==> src/hw/sadc_pkg.sv <==
// shared constants, types and decode functions of the converter control sequencer
package sadc_pkg;

	// ==========================================================
	// register bus geometry and map
	localparam int ADDR_W = 3; // byte index of each register
	localparam int DATA_W = 8; // registers are bytes
	localparam logic [2:0] OFS_CTRL0 = 3'h0; // converter_control_zero
	localparam logic [2:0] OFS_CFG1 = 3'h1; // converter_port_reference_config
	localparam logic [2:0] OFS_CFG2 = 3'h2; // converter_timing_format_config
	localparam logic [2:0] OFS_RES_LO = 3'h3; // result_low_byte
	localparam logic [2:0] OFS_RES_HI = 3'h4; // result_high_byte
	localparam logic [2:0] OFS_FLAG = 3'h5; // conversion_done_flag, write one to clear

	// ==========================================================
	// field positions
	localparam int EN_BIT = 0; // converter_enable
	localparam int GO_BIT = 1; // start / conversion status
	localparam int CH_LSB = 2; // channel_select 5:2
	localparam int PCFG_LSB = 0; // pin_analog_config 3:0
	localparam int PREF_BIT = 4; // pos_reference_select
	localparam int NREF_BIT = 5; // neg_reference_select
	localparam int CS_LSB = 0; // conversion_clock_select 2:0
	localparam int ACQ_LSB = 3; // acquisition_period_select 5:3
	localparam int JUST_BIT = 7; // result_justify
	localparam int FLAG_BIT = 0; // conversion_done_flag

	// ==========================================================
	// values after reset and fixed counts
	localparam logic [3:0] CH_RST = 4'h0;
	localparam logic [2:0] FIELD3_RST = 3'h0;
	localparam logic [3:0] PCFG_RST_ANALOG = 4'h0; // option set: all inputs analog
	localparam logic [3:0] PCFG_RST_MIXED = 4'h7; // option clear
	localparam logic [3:0] PCFG_ANALOG_MAX = 4'h2; // codes up to this keep all analog
	localparam logic [4:0] NUM_CH = 5'h0D; // thirteen analog inputs
	localparam logic [3:0] LAST_CH = 4'hC;
	localparam logic [3:0] CONV_TAD = 4'hB; // periods per 10-bit conversion
	localparam logic [3:0] CONV_LAST = CONV_TAD - 4'h1;

	// ==========================================================
	// timing: one instruction cycle is four oscillator periods
	localparam int CLK_PERIOD_PS = 5000;
	localparam int INSTR_CYCLE_PS = 20000;
	localparam int INSTR_CYCLES = (INSTR_CYCLE_PS + CLK_PERIOD_PS - 1) / CLK_PERIOD_PS;

	// sequencer states, gray along idle-delay-acquire-convert
	typedef enum logic [1:0] {
		ST_IDLE = 2'h0,
		ST_DELAY = 2'h1,
		ST_ACQ = 2'h3,
		ST_CONV = 2'h2
	} sadc_state_e;

	// acquisition length in conversion clock periods
	function automatic logic [4:0] acq_tads(input logic [2:0] code);
		case (code)
			3'h7: acq_tads = 5'h14;
			3'h6: acq_tads = 5'h10;
			3'h5: acq_tads = 5'h0C;
			3'h4: acq_tads = 5'h08;
			3'h3: acq_tads = 5'h06;
			3'h2: acq_tads = 5'h04;
			3'h1: acq_tads = 5'h02;
			default: acq_tads = 5'h00;
		endcase
	endfunction

	// oscillator periods per conversion clock period
	function automatic logic [6:0] clk_div(input logic [2:0] code);
		case (code)
			3'h0: clk_div = 7'h02;
			3'h1: clk_div = 7'h08;
			3'h2: clk_div = 7'h20;
			3'h4: clk_div = 7'h04;
			3'h5: clk_div = 7'h10;
			3'h6: clk_div = 7'h40;
			default: clk_div = 7'h02;
		endcase
	endfunction

	// codes x11 pick the internal rc clock
	function automatic logic is_rc(input logic [2:0] code);
		is_rc = (code[1:0] == 2'h3);
	endfunction

endpackage

==> src/hw/sadc_eng_if.sv <==
// bundle between the sequencer, its clock divider and the approximation engine
`timescale 1ns/1ps
`default_nettype none
interface sadc_eng_if;
	logic run; // conversion clock running
	logic [2:0] clk_sel; // conversion_clock_select
	logic rc_edge; // synchronised rc oscillator edge
	logic conversion_clock_period; // one-cycle pulse per conversion clock period
	logic start; // begin an approximation
	logic abort; // drop an approximation
	logic comp; // synchronised comparator
	logic done; // approximation finished, one cycle
	logic [9:0] result; // finished code
	logic [9:0] trial; // code under test on the dac
	modport ctl(output run, clk_sel, rc_edge, start, abort, comp, input conversion_clock_period, done, result, trial);
	modport tk(input run, clk_sel, rc_edge, output conversion_clock_period);
	modport sar(input conversion_clock_period, start, abort, comp, output done, result, trial);
endinterface
`default_nettype wire

==> src/hw/sadc_tick.sv <==
// conversion clock generator: oscillator divider or rc edges
`timescale 1ns/1ps
`default_nettype none
module sadc_tick (
	input wire logic core_clk,
	input wire logic rst_n,
	sadc_eng_if.tk eng
);
	typedef struct packed {
		logic [6:0] cnt; // oscillator periods into this tad
		logic conversion_clock_period; // registered tick
	} sadc_tick_s;
	sadc_tick_s st;
	sadc_tick_s next_st;

	// ==========================================================
	// divider; restarts whenever the sequencer stops it
	always_comb begin
		next_st = st;
		next_st.conversion_clock_period = 1'b0;
		if (!eng.run) begin
			next_st.cnt = 7'h00;
		end else if (sadc_pkg::is_rc(eng.clk_sel)) begin
			next_st.conversion_clock_period = eng.rc_edge;
		end else if (st.cnt == sadc_pkg::clk_div(eng.clk_sel) - 7'h01) begin
			next_st.cnt = 7'h00;
			next_st.conversion_clock_period = 1'b1;
		end else begin
			next_st.cnt = st.cnt + 7'h01;
		end
	end

	always_ff @(posedge core_clk) begin
		if (!rst_n) begin
			st <= '0;
		end else begin
			st <= next_st;
		end
	end

	assign eng.conversion_clock_period = st.conversion_clock_period;
endmodule
`default_nettype wire

==> src/hw/sadc_sar.sv <==
// successive approximation engine, one bit trial per conversion clock period
`timescale 1ns/1ps
`default_nettype none
module sadc_sar (
	input wire logic core_clk,
	input wire logic rst_n,
	sadc_eng_if.sar eng
);
	typedef struct packed {
		logic active; // approximation running
		logic [3:0] step; // tad index within the conversion
		logic [9:0] code; // code under test
		logic [9:0] result; // last finished code
		logic done; // finish pulse
	} sadc_sar_s;
	sadc_sar_s st;
	sadc_sar_s next_st;

	// ==========================================================
	// first tad holds the sample, the next ten try bits 9 down to 0
	always_comb begin
		logic [9:0] c;
		logic [3:0] b;
		c = st.code;
		b = 4'h0;
		next_st = st;
		next_st.done = 1'b0;
		if (eng.abort) begin
			next_st.active = 1'b0;
			next_st.step = 4'h0;
		end else if (eng.start) begin
			next_st.active = 1'b1;
			next_st.step = 4'h0;
			next_st.code = 10'h000;
		end else if (st.active && eng.conversion_clock_period) begin
			if (st.step == 4'h0) begin
				c[9] = 1'b1;
			end else begin
				b = 4'hA - st.step;
				// comparator low means input below the trial: drop the bit
				if (!eng.comp) begin
					c[b] = 1'b0;
				end
				if (b != 4'h0) begin
					c[b - 4'h1] = 1'b1;
				end
			end
			next_st.code = c;
			next_st.step = st.step + 4'h1;
			if (st.step == sadc_pkg::CONV_LAST) begin
				next_st.active = 1'b0;
				next_st.done = 1'b1;
				next_st.result = c;
			end
		end
	end

	always_ff @(posedge core_clk) begin
		if (!rst_n) begin
			st <= '0;
		end else begin
			st <= next_st;
		end
	end

	assign eng.done = st.done;
	assign eng.result = st.result;
	assign eng.trial = st.code;
endmodule
`default_nettype wire

==> src/hw/sadc_top.sv <==
// converter control sequencer: registers, start sequencing, pin and reference steering
`timescale 1ns/1ps
`default_nettype none
// Summary of operation
// - channel field 5:2, codes above 12 unimplemented
// - status bit 1 high while converting
// - bit 0 enables, clearing disables converter
// - bit 5 picks negative reference source
// - bit 4 picks positive reference source
// - higher pin codes turn inputs digital downward
// - reset loads pin field from option strap
// - bit 7 chooses right or left justify
// - acquisition code gives 0 to 20 periods
// - clock code picks divider or rc clock
// - rc clock adds one instruction cycle delay
// - reset restores control registers, aborts any conversion
// - completion loads result, clears status, flags
// - result bytes untouched by reset
// - programmed acquisition runs before conversion
// - ten-bit result by successive approximation
// - unimplemented control bits read as zero
// - conversion takes eleven clock periods
// - acquisition code zero converts at once
// - sampling resumes after each conversion
module sadc_top (
	input wire logic core_clk,
	input wire logic rst_n,
	input wire logic [2:0] reg_addr,
	input wire logic [7:0] reg_wdata,
	input wire logic reg_wr,
	input wire logic reg_rd,
	output logic [7:0] reg_rdata,
	input wire logic port_analog_default_option,
	input wire logic comp_in,
	input wire logic rc_osc_tick,
	output logic [3:0] channel_select,
	output logic channel_valid,
	output logic [12:0] pin_analog,
	output logic neg_reference_select,
	output logic pos_reference_select,
	output logic sample_en,
	output logic [9:0] dac_code,
	output logic conversion_done_flag
);
	// ==========================================================
	// state
	typedef struct packed {
		sadc_pkg::sadc_state_e state; // sequencer
		logic en; // converter_enable
		logic [3:0] chan; // channel_select
		logic nref; // neg_reference_select
		logic pref; // pos_reference_select
		logic [3:0] pcfg; // pin_analog_config
		logic justify; // result_justify
		logic [2:0] acq; // acquisition_period_select
		logic [2:0] cs; // conversion_clock_select
		logic [7:0] res_hi; // result_high_byte, never reset
		logic [7:0] res_lo; // result_low_byte, never reset
		logic flag; // conversion_done_flag
		logic [4:0] cnt; // delay cycles or acquisition periods left
		logic start; // kick to the engine
		logic abort; // stop to the engine
		logic [7:0] rdata; // read data, valid one cycle
		logic [12:0] pin_analog; // decoded pin map
		logic comp_s1; // comparator synchroniser
		logic comp_s2;
		logic rc_s1; // rc oscillator synchroniser
		logic rc_s2;
		logic rc_s3; // edge history, reads second stage only
		logic strap_s1; // strap synchroniser
		logic strap_s2;
	} sadc_top_s;
	sadc_top_s st;
	sadc_top_s next_st;

	sadc_eng_if eng (); // bundle to divider and engine
	logic start_req; // accepted start write
	logic wr_ctrl0; // write to the control register
	logic [4:0] dig_cnt; // inputs turned digital
	logic [12:0] ana_map; // one per input, high = analog
	logic [7:0] rd_mux; // value of the addressed register

	// ==========================================================
	// engine and clock divider
	sadc_tick sadc_tick_inst (
		.core_clk(core_clk),
		.rst_n(rst_n),
		.eng(eng)
	);

	sadc_sar sadc_sar_inst (
		.core_clk(core_clk),
		.rst_n(rst_n),
		.eng(eng)
	);

	// conversion clock only runs while acquiring or converting
	assign eng.run = (st.state == sadc_pkg::ST_ACQ) || (st.state == sadc_pkg::ST_CONV);
	assign eng.clk_sel = st.cs;
	assign eng.rc_edge = st.rc_s2 && !st.rc_s3;
	assign eng.start = st.start;
	assign eng.abort = st.abort;
	assign eng.comp = st.comp_s2;

	// ==========================================================
	// pin map: each code above two turns one more input digital, top first
	assign dig_cnt = (st.pcfg <= sadc_pkg::PCFG_ANALOG_MAX) ? 5'h00 :
		{1'b0, st.pcfg - sadc_pkg::PCFG_ANALOG_MAX};
	for (genvar i = 0; i < 13; i++) begin : g_pin
		assign ana_map[i] = (5'(i) + dig_cnt) < sadc_pkg::NUM_CH;
	end

	// ==========================================================
	// bus decode; start needs an enabled, idle converter
	assign wr_ctrl0 = reg_wr && (reg_addr == sadc_pkg::OFS_CTRL0);
	assign start_req = wr_ctrl0 && reg_wdata[sadc_pkg::GO_BIT] && reg_wdata[sadc_pkg::EN_BIT] &&
		st.en && (st.state == sadc_pkg::ST_IDLE);

	// read view; unimplemented bits and unmapped offsets read zero
	always_comb begin
		case (reg_addr)
			sadc_pkg::OFS_CTRL0: begin
				rd_mux = {2'h0, st.chan, st.en && (st.state != sadc_pkg::ST_IDLE),
					st.en};
			end
			sadc_pkg::OFS_CFG1: begin
				rd_mux = {2'h0, st.nref, st.pref, st.pcfg};
			end
			sadc_pkg::OFS_CFG2: begin
				rd_mux = {st.justify, 1'b0, st.acq, st.cs};
			end
			sadc_pkg::OFS_RES_LO: begin
				rd_mux = st.res_lo;
			end
			sadc_pkg::OFS_RES_HI: begin
				rd_mux = st.res_hi;
			end
			sadc_pkg::OFS_FLAG: begin
				rd_mux = {7'h00, st.flag};
			end
			default: begin
				rd_mux = 8'h00;
			end
		endcase
	end

	// ==========================================================
	// next state
	always_comb begin
		next_st = st;
		next_st.start = 1'b0;
		next_st.abort = 1'b0;
		// synchronisers: first stages feed only second stages
		next_st.comp_s1 = comp_in;
		next_st.comp_s2 = st.comp_s1;
		next_st.rc_s1 = rc_osc_tick;
		next_st.rc_s2 = st.rc_s1;
		next_st.rc_s3 = st.rc_s2;
		next_st.strap_s1 = port_analog_default_option;
		next_st.strap_s2 = st.strap_s1;
		next_st.pin_analog = ana_map;
		// read data stands only in the cycle after the strobe
		next_st.rdata = reg_rd ? rd_mux : 8'h00;

		// register writes
		if (wr_ctrl0) begin
			next_st.chan = reg_wdata[sadc_pkg::CH_LSB +: 4];
			next_st.en = reg_wdata[sadc_pkg::EN_BIT];
		end
		if (reg_wr && (reg_addr == sadc_pkg::OFS_CFG1)) begin
			next_st.nref = reg_wdata[sadc_pkg::NREF_BIT];
			next_st.pref = reg_wdata[sadc_pkg::PREF_BIT];
			next_st.pcfg = reg_wdata[sadc_pkg::PCFG_LSB +: 4];
		end
		if (reg_wr && (reg_addr == sadc_pkg::OFS_CFG2)) begin
			// changing timing mid-conversion is legal but gives a meaningless result
			next_st.justify = reg_wdata[sadc_pkg::JUST_BIT];
			next_st.acq = reg_wdata[sadc_pkg::ACQ_LSB +: 3];
			next_st.cs = reg_wdata[sadc_pkg::CS_LSB +: 3];
		end
		// write one clears the flag; a completion below still wins
		if (reg_wr && (reg_addr == sadc_pkg::OFS_FLAG) && reg_wdata[sadc_pkg::FLAG_BIT]) begin
			next_st.flag = 1'b0;
		end

		// sequencer
		case (st.state)
			sadc_pkg::ST_IDLE: begin
				if (start_req) begin
					if (sadc_pkg::is_rc(st.cs)) begin
						// let the sleep instruction run before the clock starts
						next_st.state = sadc_pkg::ST_DELAY;
						next_st.cnt = 5'(sadc_pkg::INSTR_CYCLES - 1);
					end else if (st.acq != 3'h0) begin
						next_st.state = sadc_pkg::ST_ACQ;
						next_st.cnt = sadc_pkg::acq_tads(st.acq) - 5'h01;
					end else begin
						next_st.state = sadc_pkg::ST_CONV;
						next_st.start = 1'b1;
					end
				end
			end
			sadc_pkg::ST_DELAY: begin
				if (st.cnt != 5'h00) begin
					next_st.cnt = st.cnt - 5'h01;
				end else if (st.acq != 3'h0) begin
					next_st.state = sadc_pkg::ST_ACQ;
					next_st.cnt = sadc_pkg::acq_tads(st.acq) - 5'h01;
				end else begin
					next_st.state = sadc_pkg::ST_CONV;
					next_st.start = 1'b1;
				end
			end
			sadc_pkg::ST_ACQ: begin
				// keep sampling for the programmed number of periods
				if (eng.conversion_clock_period) begin
					if (st.cnt == 5'h00) begin
						next_st.state = sadc_pkg::ST_CONV;
						next_st.start = 1'b1;
					end else begin
						next_st.cnt = st.cnt - 5'h01;
					end
				end
			end
			sadc_pkg::ST_CONV: begin
				if (eng.done) begin
					next_st.state = sadc_pkg::ST_IDLE;
					next_st.flag = 1'b1;
					if (st.justify) begin
						next_st.res_hi = {6'h00, eng.result[9:8]};
						next_st.res_lo = eng.result[7:0];
					end else begin
						next_st.res_hi = eng.result[9:2];
						next_st.res_lo = {eng.result[1:0], 6'h00};
					end
				end
			end
			default: begin
				next_st.state = sadc_pkg::ST_IDLE;
			end
		endcase

		// turning the converter off drops whatever is under way
		if (!next_st.en && (st.state != sadc_pkg::ST_IDLE)) begin
			next_st.state = sadc_pkg::ST_IDLE;
			next_st.abort = 1'b1;
			next_st.start = 1'b0;
			next_st.flag = st.flag;
			next_st.res_hi = st.res_hi;
			next_st.res_lo = st.res_lo;
		end
	end

	// ==========================================================
	// registers; reset is synchronous, results and synchronisers keep running
	always_ff @(posedge core_clk) begin
		if (!rst_n) begin
			st.state <= sadc_pkg::ST_IDLE;
			st.en <= 1'b0;
			st.chan <= sadc_pkg::CH_RST;
			st.nref <= 1'b0;
			st.pref <= 1'b0;
			// strap has settled through its synchroniser while reset is held
			st.pcfg <= st.strap_s2 ? sadc_pkg::PCFG_RST_ANALOG : sadc_pkg::PCFG_RST_MIXED;
			st.justify <= 1'b0;
			st.acq <= sadc_pkg::FIELD3_RST;
			st.cs <= sadc_pkg::FIELD3_RST;
			st.res_hi <= st.res_hi;
			st.res_lo <= st.res_lo;
			st.flag <= 1'b0;
			st.cnt <= 5'h00;
			st.start <= 1'b0;
			st.abort <= 1'b0;
			st.rdata <= 8'h00;
			st.pin_analog <= ana_map;
			st.comp_s1 <= comp_in;
			st.comp_s2 <= st.comp_s1;
			st.rc_s1 <= rc_osc_tick;
			st.rc_s2 <= st.rc_s1;
			st.rc_s3 <= st.rc_s2;
			st.strap_s1 <= port_analog_default_option;
			st.strap_s2 <= st.strap_s1;
		end else begin
			st <= next_st;
		end
	end

	// ==========================================================
	// outputs
	assign reg_rdata = st.rdata;
	assign channel_select = st.chan;
	assign channel_valid = (st.chan <= sadc_pkg::LAST_CH);
	assign pin_analog = st.pin_analog;
	assign neg_reference_select = st.nref;
	assign pos_reference_select = st.pref;
	// the hold capacitor tracks the input while enabled and not converting
	assign sample_en = st.en && (st.state != sadc_pkg::ST_CONV);
	assign dac_code = eng.trial;
	assign conversion_done_flag = st.flag;

	logic [3:0] conv_tads; // periods seen in the current conversion
	always_ff @(posedge core_clk) begin
		if (!rst_n || (st.state != sadc_pkg::ST_CONV)) begin
			conv_tads <= 4'h0;
		end else if (eng.conversion_clock_period) begin
			conv_tads <= conv_tads + 4'h1;
		end
	end
endmodule
`default_nettype wire

==> config.mk <==
export PLATFORM = sky130hd
export DESIGN_NAME = sadc_top
export DESIGN_NICKNAME = d
export VERILOG_FILES = /design/src/hw/sadc_pkg.sv /design/src/hw/sadc_eng_if.sv /design/src/hw/sadc_tick.sv /design/src/hw/sadc_sar.sv /design/src/hw/sadc_top.sv
export SDC_FILE = /design/constraint.sdc
export NUM_CORES = 1
export LEC_CHECK = 0
export ABC_AREA = 1
export BUFFER_PORTS_ARGS = -buffer_cell sky130_fd_sc_hd__buf_2
export CORE_MARGIN = 8
export CORE_UTILIZATION = 59
export DETAILED_ROUTE_END_ITERATION = 10
export PLACE_DENSITY_LB_ADDON = 0.12
export SYNTH_ARGS = -nofsm -noshare
export SYNTH_HDL_FRONTEND = slang
export SYNTH_SLANG_ARGS = --single-unit
==> constraint.sdc <==
create_clock -name core_clk -period 3.17 [get_ports core_clk]
set_input_delay 0.317 -clock core_clk [delete_from_list [all_inputs] [get_ports core_clk]]
set_output_delay 0.317 -clock core_clk [all_outputs]
set_load 0.005 [all_outputs]
# Word level (Yosys, flattened, before mapping)
# Cells that the tools add are included.
dict set report word_totals {
  n_memories 0
  ramBits 0
  ff_bits 106
  word_cells 222
  rom_bits 0
  output_inout_bits 40
  latch_bits 0
  input_bits 18
}
dict set report classes {
  muxes 66
  addsub 21
  n_bitwise 8
  order_cmp 19
  shifts 0
  n_div 0
  eq_ne 33
  multipliers 0
  n_reduce_logical 42
}
# op n
set op_table {}
lappend op_table {{$mux W10} 9}
lappend op_table {{$mux W63} 1}
lappend op_table {{$lt A5 B4 Y1 const B} 12}
lappend op_table {{$mux W5} 12}
lappend op_table {{$mux W17} 3}
lappend op_table {{$pmux W8 S6} 1}
lappend op_table {{$pmux W5 S7} 1}
lappend op_table {{$pmux W7 S5} 1}
lappend op_table {{$mux W7} 4}
lappend op_table {{$eq A3 B3 Y1 const B} 9}
lappend op_table {{$mux W26} 1}
lappend op_table {{$add A4 B4 Y5 const A} 5}
lappend op_table {{$add A3 B4 Y5 const A} 4}
lappend op_table {{$pmux W6 S3} 1}
lappend op_table {{$logic_and A1 B1 Y1} 16}
lappend op_table {{$mux W16} 1}
lappend op_table {{$eq A3 B2 Y1 const B} 5}
lappend op_table {{$mux W15} 1}
lappend op_table {{$sub A5 B1 Y5 const B} 3}
lappend op_table {{$mux W2} 7}
lappend op_table {{$mux W1} 12}
lappend op_table {{$mux W6} 2}
lappend op_table {{$mux W11} 1}
lappend op_table {{$add A2 B4 Y5 const A} 2}
lappend op_table {{other kinds (48)} 75}

# Logic depth before layout (Yosys ltp)
# Gate-level depths: netlist of the first run.
dict set report depth {
  ltp_word 21
  ltp_mapped 13
  mapped_depth_nobuf 13
}

# By module
# From an unflattened synthesis of the first run, not the netlist that was laid out.
dict set report hier_totals {
  cells_unflattened 755
  area_unflattened_um2 5688.0
}
# module area_per_inst_um2 instances seq_area_each_um2 cells_per_inst
set modules_own_cells {}
lappend modules_own_cells {sadc_top 3633.5 1 1641.6 455}
lappend modules_own_cells {sadc_sar 1556.5 1 520.5 232}
lappend modules_own_cells {sadc_tick 498.0 1 160.2 68}

# Worst setup path after synthesis of the first run
# Ideal clock, no wire load.
dict set report synth_timing {
  kind {reg2reg}
  startpoint {reg st[71] in the netlist's numbering}
  endpoint {reg st[36] in the netlist's numbering, enable pin}
  path_slack_ps 685
  required_time_ps 2761
  n_path_buf 1
  period_less_slack_ps 2485
  arrival_ps 2076
  path_stages_with_launch 7
  setup_time_ps 409
  path_cell_list {dfxtp_1 -> clkbuf_1 -> nor2_1 -> inv_1 -> nand2_2 -> nand2_2 -> nor3_1}
}
dict set report synth_between {
  elab_chain_cells 4
  elab_cells_between_ends 5
  classes_between {eq/ne (1); bitwise (1); reduce/logical (3)}
}
# item line_no
set synth_rtl {}
lappend synth_rtl {{start, declared} sadc_top.sv:73} ;# sadc_top_s st;
lappend synth_rtl {{$reduce_bool A2 Y1} sadc_top.sv:244} ;# if (!next_st.en && (st.state != sadc_pkg::ST_IDLE)) begin
lappend synth_rtl {{$logic_and A1 B1 Y1} sadc_top.sv:244}
lappend synth_rtl {{$not A1 Y1 (no source line)} --}
lappend synth_rtl {{$reduce_and A4 Y1 (no source line) *} --}
# Mark *: on every way between the ends. The rest lies on a longest branch, timed or not.
# A chain may end at the register's enable or synchronous reset.

# Final worst setup path of the first run
dict set report layout_timing {
  startpoint {reg st[60] in the netlist's numbering}
  endpoint {reg, netlist name pin_analog[10]}
}
dict set report layout_between {
  elab_chain_cells 5
  elab_cells_between_ends 6
  classes_between {add/sub (2); order compare (2); mux (2)}
}
# item line_no
set layout_rtl {}
lappend layout_rtl {{$sub A4 B2 Y4 or $le A4 B2 Y1 (tied branches)} {sadc_top.sv:108, sadc_top.sv:107}}
lappend layout_rtl {{$mux W4 *} sadc_top.sv:107} ;# assign dig_cnt = (st.pcfg <= sadc_pkg::PCFG_ANALOG_MAX) ? 5'h00 :
lappend layout_rtl {{$add A4 B4 Y5 *} sadc_top.sv:110} ;# assign ana_map[i] = (5'(i) + dig_cnt) < sadc_pkg::NUM_CH;
lappend layout_rtl {{$lt A5 B4 Y1 *} sadc_top.sv:110}
lappend layout_rtl {{named net ana_map[10]} sadc_top.sv:80} ;# logic [12:0] ana_map;
lappend layout_rtl {{$mux W63 *} sadc_top.sv:257} ;# if (!rst_n) begin
# Mark *: on every way through the listed nets, which the timed path passes. The rest lies on a longest branch.

==> results.yml, run 1 <==
status:
  outcome: "finished clean"
floorplanning:
  die_area_um2: 12600
  start_util: 0.598
  num_rows: 35
  die_h_um: 112
  core-area_um2: 9110
  die_w_um: 112
  io_pins: 58
drt:
  wl_um: 11500
  wl_per_cell_um: 13.6
  drtAntennaViolNets: 0
  vias: 4448
  vias_per_cell: 5.28
  first_iter_violations: 239
  drc: 0
  dr.pass1.iters: 4
global_routing:
  grt_max_degree: 36
  antenna_found_initial: 0
  grt_overflow: 0
  grt_pass1_wl_um: 19500
  grt_pass1_vias: 4305
  grt_use_total: 0.188
yosys:
  synth_edf_count: 20
  synth_top_area_share: 0.316
  ys_top_cells_by_count: "nand2_1 (129), inv_1 (101), dfxtp_1 (86)"
  synth_top_area_cell: "dfxtp_1"
  ys_async_sr_fraction: 0
  synth_most_common_cell: "nand2_1"
  synth_cell_type_count: 47
  ys_warn_count: 0
  synth_flop_cell: "dfxtp_1"
  synth_cells: 705
  ys_seq_area_frac: 0.427
  synth_fp_nets: 744
  syn-cell-area_um2: 5440
  synth.avg_cell_area_um2: 7.72
  synth-seq-cells: 106
  synthTopCellsByArea: "dfxtp_1 (32%), edfxtp_1 (11%), nand2_1 (8.9%), inv_1 (7.0%), buf_4 (4.8%)"
sta:
  clock_skew_ps: 12.5
  fin_setup_tns_ps: 0
  period_share: 0.650
  layout_setup_ws_ps: 1110
  relSlewSlack: 0.515
  worstMarginPinSlew_ps: 723
  post-route-min-period_ps: 2060
  setup_viol_count_final: 0
  grt_setup_unrepaired: "no"
  slew_violations: 0
  fmax_ghz: 0.485
  hold_viol: 0
worst_setup_path:
  cp-end-kind: "register"
  path_cells: "inv_1, ha_1, xor2_1, nand2_1, ha_1, nor4_1, nor2_1"
  cp_max_fo: 10
  cp.required_ps: 3440
  critPathMaxStageDelay_ps: 440
  path_class: "register to register"
  cp-start-kind: "register"
  reg2reg_slack_ps: 1110
  crit_top_cell: "ha_1"
  arrival_ps: 2330
  critical-path-slowest-cell: "edfxtp_1"
clock_tree:
  post_cts_buffers: 0
  holdBufCountCts: 0
  clk_path_buf_depth: 2
  clock_sinks: 106
  cts_tree: "done"
  cts_resized: 0
  clkTransAtPathRegs_ps: 100
  cts_made_buffers: 9
  clk_latency_ps: 380
  cts_max_level: 3
  clockRootBuffer: "clkbuf_8"
finish:
  area_growth_pct: 5.38
  drive_gt1_frac: 0.139
  nets: 766
  antenna_cells: 0
  fillers: 840
power:
  powerDensity_nw_per_um2: 505
  leakage_uw: 0.00259
  peakVddDrop_mv: 0.219
  power.total_uw: 2900
hold_path:
  hold_class: "primary input to register"
run:
  maxCapViolations: 0
placed_design:
  io_buffers: 56
  dpl.hpwl_um: 8850
  gp_congestion: 0.958
  pre_cts_ws_ps: 1160
-- layout make-up --
cell class / instances / area, µm² / share of cell area
Multi-Input combinational cell: 442 / 2390 / 0.417
Sequential cell: 106 / 2320 / 0.405
Inverter: 109 / 410 / 0.0716
Timing Repair Buffer: 59 / 303 / 0.0528
Tap cell: 111 / 139 / 0.0242
Clock buffer: 9 / 124 / 0.0216
Clock inverter: 7 / 43.8 / 0.00764
-- logic make-up after synthesis --
kind of cell | count (synthesis) | share of synthesized area
compound gates | 133 | 0.134
fa+ha+maj | 21 | 0.0483
simple gates | 274 | 0.234
xor+xnor | 14 | 0.0225
buf+inv | 157 | 0.134
flops | 106 | 0.427
-- critical path, delay by kind of cell (launching register included) --
kind | cells | cell delay, ps
fa+ha+maj | 2 | 560
buf+inv | 1 | 100
simple gates | 3 | 650
flops | 1 | 440
xor+xnor | 1 | 200
-- path summary, 6_finish.rpt --
kind,start,endpoint,depth (start not counted)
max,st[60]$_DFFE_PP_,pin_analog[10]$_DFF_P_,7
min,port_analog_default_option,next_st[0]$_DFF_P_,1
max reg2reg,st[60]$_DFFE_PP_,pin_analog[10]$_DFF_P_,7
min reg2reg,next_st[3]$_DFF_P_,next_st[2]$_DFF_P_,0
-- layout by cell type, fill, tap and decap left out, types with 2 or more instances in the layout --
cell,instances
o21ai_0,44
edfxtp_1,20
a311oi_1,2
nor2_2,2
nor2_1,62
inv_2,5
nor3_2,3
nand4_1,6
o211ai_1,4
o21ai_1,19
nor2_8,3
a31oi_1,10
o22ai_1,4
dfxtp_1,86
nand2_4,2
nand2_1,129
clkbuf_8,9
buf_2,56
inv_1,101
ha_1,21
nand3_1,45
clkinv_1,4
o21bai_1,2
nand3_2,2
a21oi_1,40
clkinv_2,3
nand2_2,6
nor3_1,6
buf_4,3
nand3b_1,2
a41oi_1,2
xor2_1,11
inv_6,2
xnor2_1,3
-- through the flow --
step	hold slack (ps)	cell area (µm²)	util	cells
finish	33.4	5740	0.630	843
global route	16.1	5740	0.630	843
CTS	7.80	5740	0.630	843
detailed placement	312	5570	0.611	827
global placement	310	5570	0.611	827
floorplan	310	5440	-	705
-- sequential cells by signal (all words and copies together), names as in the netlist, 3 cells and up --
name,count
channel_select,4
eng.clk_sel,3
next_st,4
pin_analog,13
reg_rdata,8
sadc_sar_inst.eng.result,10
sadc_sar_inst.eng.trial,10
sadc_sar_inst.st,5
sadc_tick_inst.st,7
st,34
-- power by group --
part | switching [µW] | internal, µW | leakage [µW]
registers | 53.3 | 1460 | 0.000889
clock network | 463 | 285 | 0.0000888
logic | 420 | 219 | 0.00161
-- per-layer routing --
metal,vias up,part of all wire,global-route usage
met5,-,0,0
met4,0,0.022,0.0854
met3,18,0.047,0.0386
met2,96,0.47,0.321
met1,2034,0.46,0.223
li1,2300,-,-
Note: power is estimated with default switching activity, not from simulation.
==> inputs of run 2 (changes only) <==
- clock period: 3.17 -> 2.1 ns (I/O delays scaled with it)
==> results.yml, run 2 (synthesis gave the netlist of run 1 again) <==
hold_path:
  hold_class: "primary input to register"
finish:
  mostFrequentLayoutCell: "nand2_1"
  largest_register: "st"
  layout_common_cells: "nand2_1 (128), inv_1 (101), dfxtp_1 (84)"
  antenna_cells: 0
  utilization: 0.640
  area_growth_pct: 7.17
  largest_register_ff_count: 34
  drive_gt1_frac: 0.151
  finalNonFillerCells: 852
  nets: 775
  largestRegisters: "st x34, pin_analog x13"
floorplanning:
  start_util: 0.598
  num_rows: 35
  die_area_um2: 12600
  io_pins: 58
  die_w_um: 112
  die_h_um: 112
  core-area_um2: 9110
power:
  leakage_uw: 0.00263
  peakVddDrop_mv: 0.361
  powerDensity_nw_per_um2: 760
  power.total_uw: 4440
worst_setup_path:
  cp.required_ps: 2360
  cp-end-kind: "register"
  path_cells: "inv_1, ha_1, xor2_1, nand2_1, ha_1, nor4_1, nor2_1"
  cp-start-kind: "register"
  cp_max_fo: 5
  crit_buf_inv: 1
  path_class: "register to register"
  arrival_ps: 2180
  critical-path-slowest-cell: "edfxtp_1"
  crit_family: "simple AND/OR/NAND/NOR gates"
  crit_top_cell: "ha_1"
  critPathMaxStageDelay_ps: 430
sta:
  period_share: 0.917
  slew_violations: 0
  post-route-min-period_ps: 1930
  relSlewSlack: 0.706
  worstMarginPinSlew_ps: 440
  fmax_ghz: 0.519
  grt_setup_unrepaired: "no"
  clock_skew_ps: 6.51
  hold_viol: 0
  setup_viol_count_final: 0
  fin_setup_tns_ps: 0
drt:
  met3_length_um: 744
  wl_um: 11800
  first_iter_violations: 260
  vias: 4432
  dr.pass1.iters: 6
  wl_per_cell_um: 13.8
  wl_met2_um: 5580
  vias_per_cell: 5.20
  drt-met1-wl_um: 5290
  drc: 0
  dr.max_layer_used: "met4"
  drtAntennaViolNets: 0
clock_tree:
  clk_latency_ps: 360
  cts_made_buffers: 9
  cts_tree: "done"
  clkTransAtPathRegs_ps: 100
  clk_path_buf_depth: 2
  cts_max_level: 3
  clock_sinks: 106
  clockRootBuffer: "clkbuf_8"
global_routing:
  antenna_found_initial: 0
  grt_use_total: 0.191
  grt_max_degree: 28
  grt_overflow: 0
  grt_pass1_vias: 4183
  grt_pass1_wl_um: 19800
placed_design:
  dpl.hpwl_um: 9110
  dp_cells: 833
  io_buffers: 56
  gp_congestion: 0.990
run:
  maxCapViolations: 0
status:
  outcome: "finished clean"
## run 2: worst register-to-register path: cells and delay by family (launching register included)
family	cells	cell delay, ps
adders and majority gates	2	500
xor gates and xnor gates	1	230
DFF	1	430
buffers and inverters	1	100
and+or+nand+nor	3	570
## run 2: metrics by stage
stage	hold slack (ps)	cell area, µm²	worst slack (ps)
after CTS	112	5820	135
after floorplan	238	5450	107
after global routing	116	5830	26.2
after detailed placement	314	5630	153
final	120	5830	174
after global placement	310	5630	197
## run 2: cell type report
| class | count | area (µm²) |
|---|---|---|
| multi-input cells | 442 | 2400 |
| clock inverters | 6 | 41.3 |
| clock buffers | 10 | 128 |
| well taps | 111 | 139 |
| repair buffers | 68 | 390 |
| flip-flops and latches | 106 | 2320 |
| inverters | 109 | 410 |
| fillers | 835 | 3280 |
## run 2: final timing paths
check,start,end,slack [ps],cells after the start
setup / recovery,st[60]$_DFFE_PP_,pin_analog[10]$_DFF_P_,170,7
hold / removal,reg_rd,reg_rdata[7]$_SDFF_PN0_,120,3
hold reg to reg,next_st[0]$_DFF_P_,st[0]$_DFF_P_,340,0
setup reg to reg,st[60]$_DFFE_PP_,pin_analog[10]$_DFF_P_,170,7
## run 2: routing by layer
metal,global-route usage,vias to the layer above
met5,0,-
met2,0.328,112
met3,0.0413,14
met4,0.0638,0
li1,-,2307
met1,0.232,1999
## run 2: timing repair
| action | 4_1_cts | 5_1_grt |
|---|---|---|
| resized for setup | 0 | 4 |
| setup endpoints to repair | 0 | 5 |
| hold endpoints to repair | 3 | 0 |
| hold buffers | 3 | 0 |
| setup buffers | 0 | 0 |
## run 2: where the power goes
part / total (µW) / internal, µW / leakage, µW / switching, µW
logic: 1020 / 363 / 0.00166 / 652
clock network: 1140 / 435 / 0.0000807 / 704
registers: 2280 / 2200 / 0.000890 / 82.6
total: 4440 / 3000 / 0.00263 / 1440
==> inputs of run 3 (changes only) <==
- ABC_AREA: 1 -> not set
==> results.yml, run 3 <==
worst_setup_path:
  path_class: "register to register"
  cp-start-kind: "register"
  critPathMaxStageDelay_ps: 490
  critical-path-slowest-cell: "or4b_1"
  cp-end-kind: "register"
  path_cells: "buf_4, ha_1, xnor2_2, nand3_1, or4b_1, a32oi_2, o221ai_1"
  arrival_ps: 2320
  cp_max_fo: 4
  cp.required_ps: 2370
floorplanning:
  num_rows: 35
  die_area_um2: 12700
  die_w_um: 113
  core-area_um2: 9150
  start_util: 0.601
  die_h_um: 113
  io_pins: 58
global_routing:
  grt_pass1_vias: 4421
  grt_overflow: 0
  grt_use_total: 0.209
  antenna_found_initial: 0
  grt_max_degree: 23
  grt_pass1_wl_um: 21500
finish:
  drive_gt1_frac: 0.244
  area_growth_pct: 14.4
  antenna_cells: 0
  largestRegisters: "st x34, pin_analog x13"
  largest_register_ff_count: 34
  mostFrequentLayoutCell: "dfxtp_1"
  layout_common_cells: "dfxtp_1 (83), nor2_1 (62), buf_2 (56)"
  multiInputGateArea_um2: 2780
  fillers: 771
  regArea_um2: 2330
  largest_register: "st"
  utilization: 0.688
  nets: 706
sta:
  relSlewSlack: 0.646
  worstMarginPinSlew_ps: 531
  whs_ps: 67.9
  post-route-min-period_ps: 2050
  fmax_ghz: 0.489
  grt_setup_unrepaired: "yes"
  clock_skew_ps: 17.2
  slew_violations: 0
  period_share: 0.974
  setup_viol_count_final: 0
  hold_viol: 0
  fin_setup_tns_ps: 0
drt:
  wl_per_cell_um: 16.9
  vias_per_cell: 5.75
  wl_um: 13200
  drtAntennaViolNets: 0
  drc: 0
  dr.pass1.iters: 4
  vias: 4505
  first_iter_violations: 217
power:
  peakVddDrop_mv: 0.356
  p_comb_frac: 0.106
  switching_share: 0.276
  p_switching_uw: 1060
  intPower_uw: 2790
  powerDensity_nw_per_um2: 612
  pwr-share-seq: 0.562
  leakage_uw: 0.00257
  clkPwrFrac: 0.332
yosys:
  ys_top_cells_by_count: "dfxtp_1 (86), nor2_1 (63), a21oi_1 (36)"
  synth_top_area_cell: "dfxtp_1"
  synthTopCellsByArea: "dfxtp_1 (31%), edfxtp_1 (11%), buf_4 (4.8%), ha_1 (4.8%), mux2i_1 (4.4%)"
  synth_flop_cell: "dfxtp_1"
  syn-cell-area_um2: 5500
  ys_warn_count: 0
  synth-seq-cells: 106
  synth_cells: 608
  ys_async_sr_fraction: 0
  synth_fp_nets: 647
  synth_most_common_cell: "dfxtp_1"
  ys_seq_area_frac: 0.422
  synth_edf_count: 20
  synth_cell_type_count: 68
  synth_top_area_share: 0.313
  synth.avg_cell_area_um2: 9.05
clock_tree:
  cts_tree: "done"
  clkTransAtPathRegs_ps: 120
  clk_latency_ps: 390
  clock_sinks: 106
  clk_path_buf_depth: 2
  cts_made_buffers: 9
  clockRootBuffer: "clkbuf_8"
  cts_max_level: 3
placed_design:
  io_buffers: 56
  gp_congestion: 0.917
  dpl.hpwl_um: 10200
run:
  maxCapViolations: 0
hold_path:
  hold_class: "primary input to register"
status:
  outcome: "finished clean"
run 3: cell types whose count changed after synthesis, sizes merged, moves of 8 or more:
cell,previous run,this run
nand2,137,31
inv,106,30
o21ai,63,32
nand3,48,21
mux2i,0,24
nor2b,0,17
clkbuf,9,25
and2,0,12
nand2b,0,10
or3,0,8
run 3: worst paths after layout:
kind / start / end / slack [ps] / depth (start not counted)
worst max-delay path: sadc_sar_inst.st[22]$_SDFFE_PP0P_ / sadc_sar_inst.eng.trial[8]$_SDFFE_PN0P_ / 50 / 7
worst min-delay path: reg_wdata[7] / st[58]$_SDFFE_PN0P_ / 70 / 3
worst max register to register: sadc_sar_inst.st[22]$_SDFFE_PP0P_ / sadc_sar_inst.eng.trial[8]$_SDFFE_PN0P_ / 50 / 7
worst min register to register: next_st[3]$_DFF_P_ / next_st[2]$_DFF_P_ / 330 / 0
run 3: through the flow:
step	cell area (µm²)	cells	setup WS (ps)	power, µW
after detailed placement	5960	763	-73.4	2620
final	6300	783	54.4	3850
after global routing	6300	783	-27.7	4010
after floorplan	5540	608	-3.16	2520
after global placement	5960	763	-9.86	2610
after CTS	6240	783	0.0688	3880
run 3: cell type report:
cell class | instances | area share
sequential | 106 | 0.369
clock inverter | 7 | 0.0129
inverter | 30 | 0.0183
clock buffer | 9 | 0.0197
tap | 111 | 0.0221
multi-input combinational | 407 | 0.442
timing repair buffer | 113 | 0.116
run 3: worst max-delay path: cells and delay by family (launching register included):
| kind | cells | cell delay, ps |
|---|---|---|
| fa+ha+maj | 1 | 220 |
| flops | 1 | 350 |
| compound gates | 2 | 350 |
| xor+xnor | 1 | 220 |
| simple gates | 2 | 640 |
| buf+inv | 1 | 140 |
run 3: metal layers:
metal | global-route usage | vias up | wire length [µm] | share of wire
li1 | - | 2241 | - | -
met2 | 0.392 | 83 | 6920 | 0.52
met1 | 0.230 | 2161 | 5600 | 0.42
met4 | 0.0621 | 0 | 192 | 0.015
met3 | 0.0429 | 20 | 486 | 0.037
met5 | 0 | - | 0 | 0
run 3: timing repair:
item	CTS	global route
endpoints found under the setup margin	11	18
endpoints found under the hold margin	3	0
pin swaps	0	6
resized for setup	7	16
setup buffers	1	0
hold buffers	3	0
run 3: cell families (layout without fill, tap and decap cells):
| kind of cell | after synthesis | after routing | share of synthesized area |
|---|---|---|---|
| fa+ha+maj | 21 | 21 | 0.0477 |
| flops | 106 | 106 | 0.422 |
| xor+xnor | 14 | 14 | 0.0223 |
| simple gates | 202 | 202 | 0.189 |
| buf+inv | 95 | 159 | 0.0921 |
| mux | 28 | 28 | 0.0518 |
| compound gates | 142 | 142 | 0.175 |
run 3: power groups by stage:
stage / logic (µW) / registers (µW) / clock network, µW
after floorplan: 322 / 2200 / 0
after global placement: 398 / 2210 / 0
final: 410 / 2170 / 1280
after global routing: 458 / 2180 / 1380
after CTS: 413 / 2170 / 1300
after detailed placement: 407 / 2210 / 0
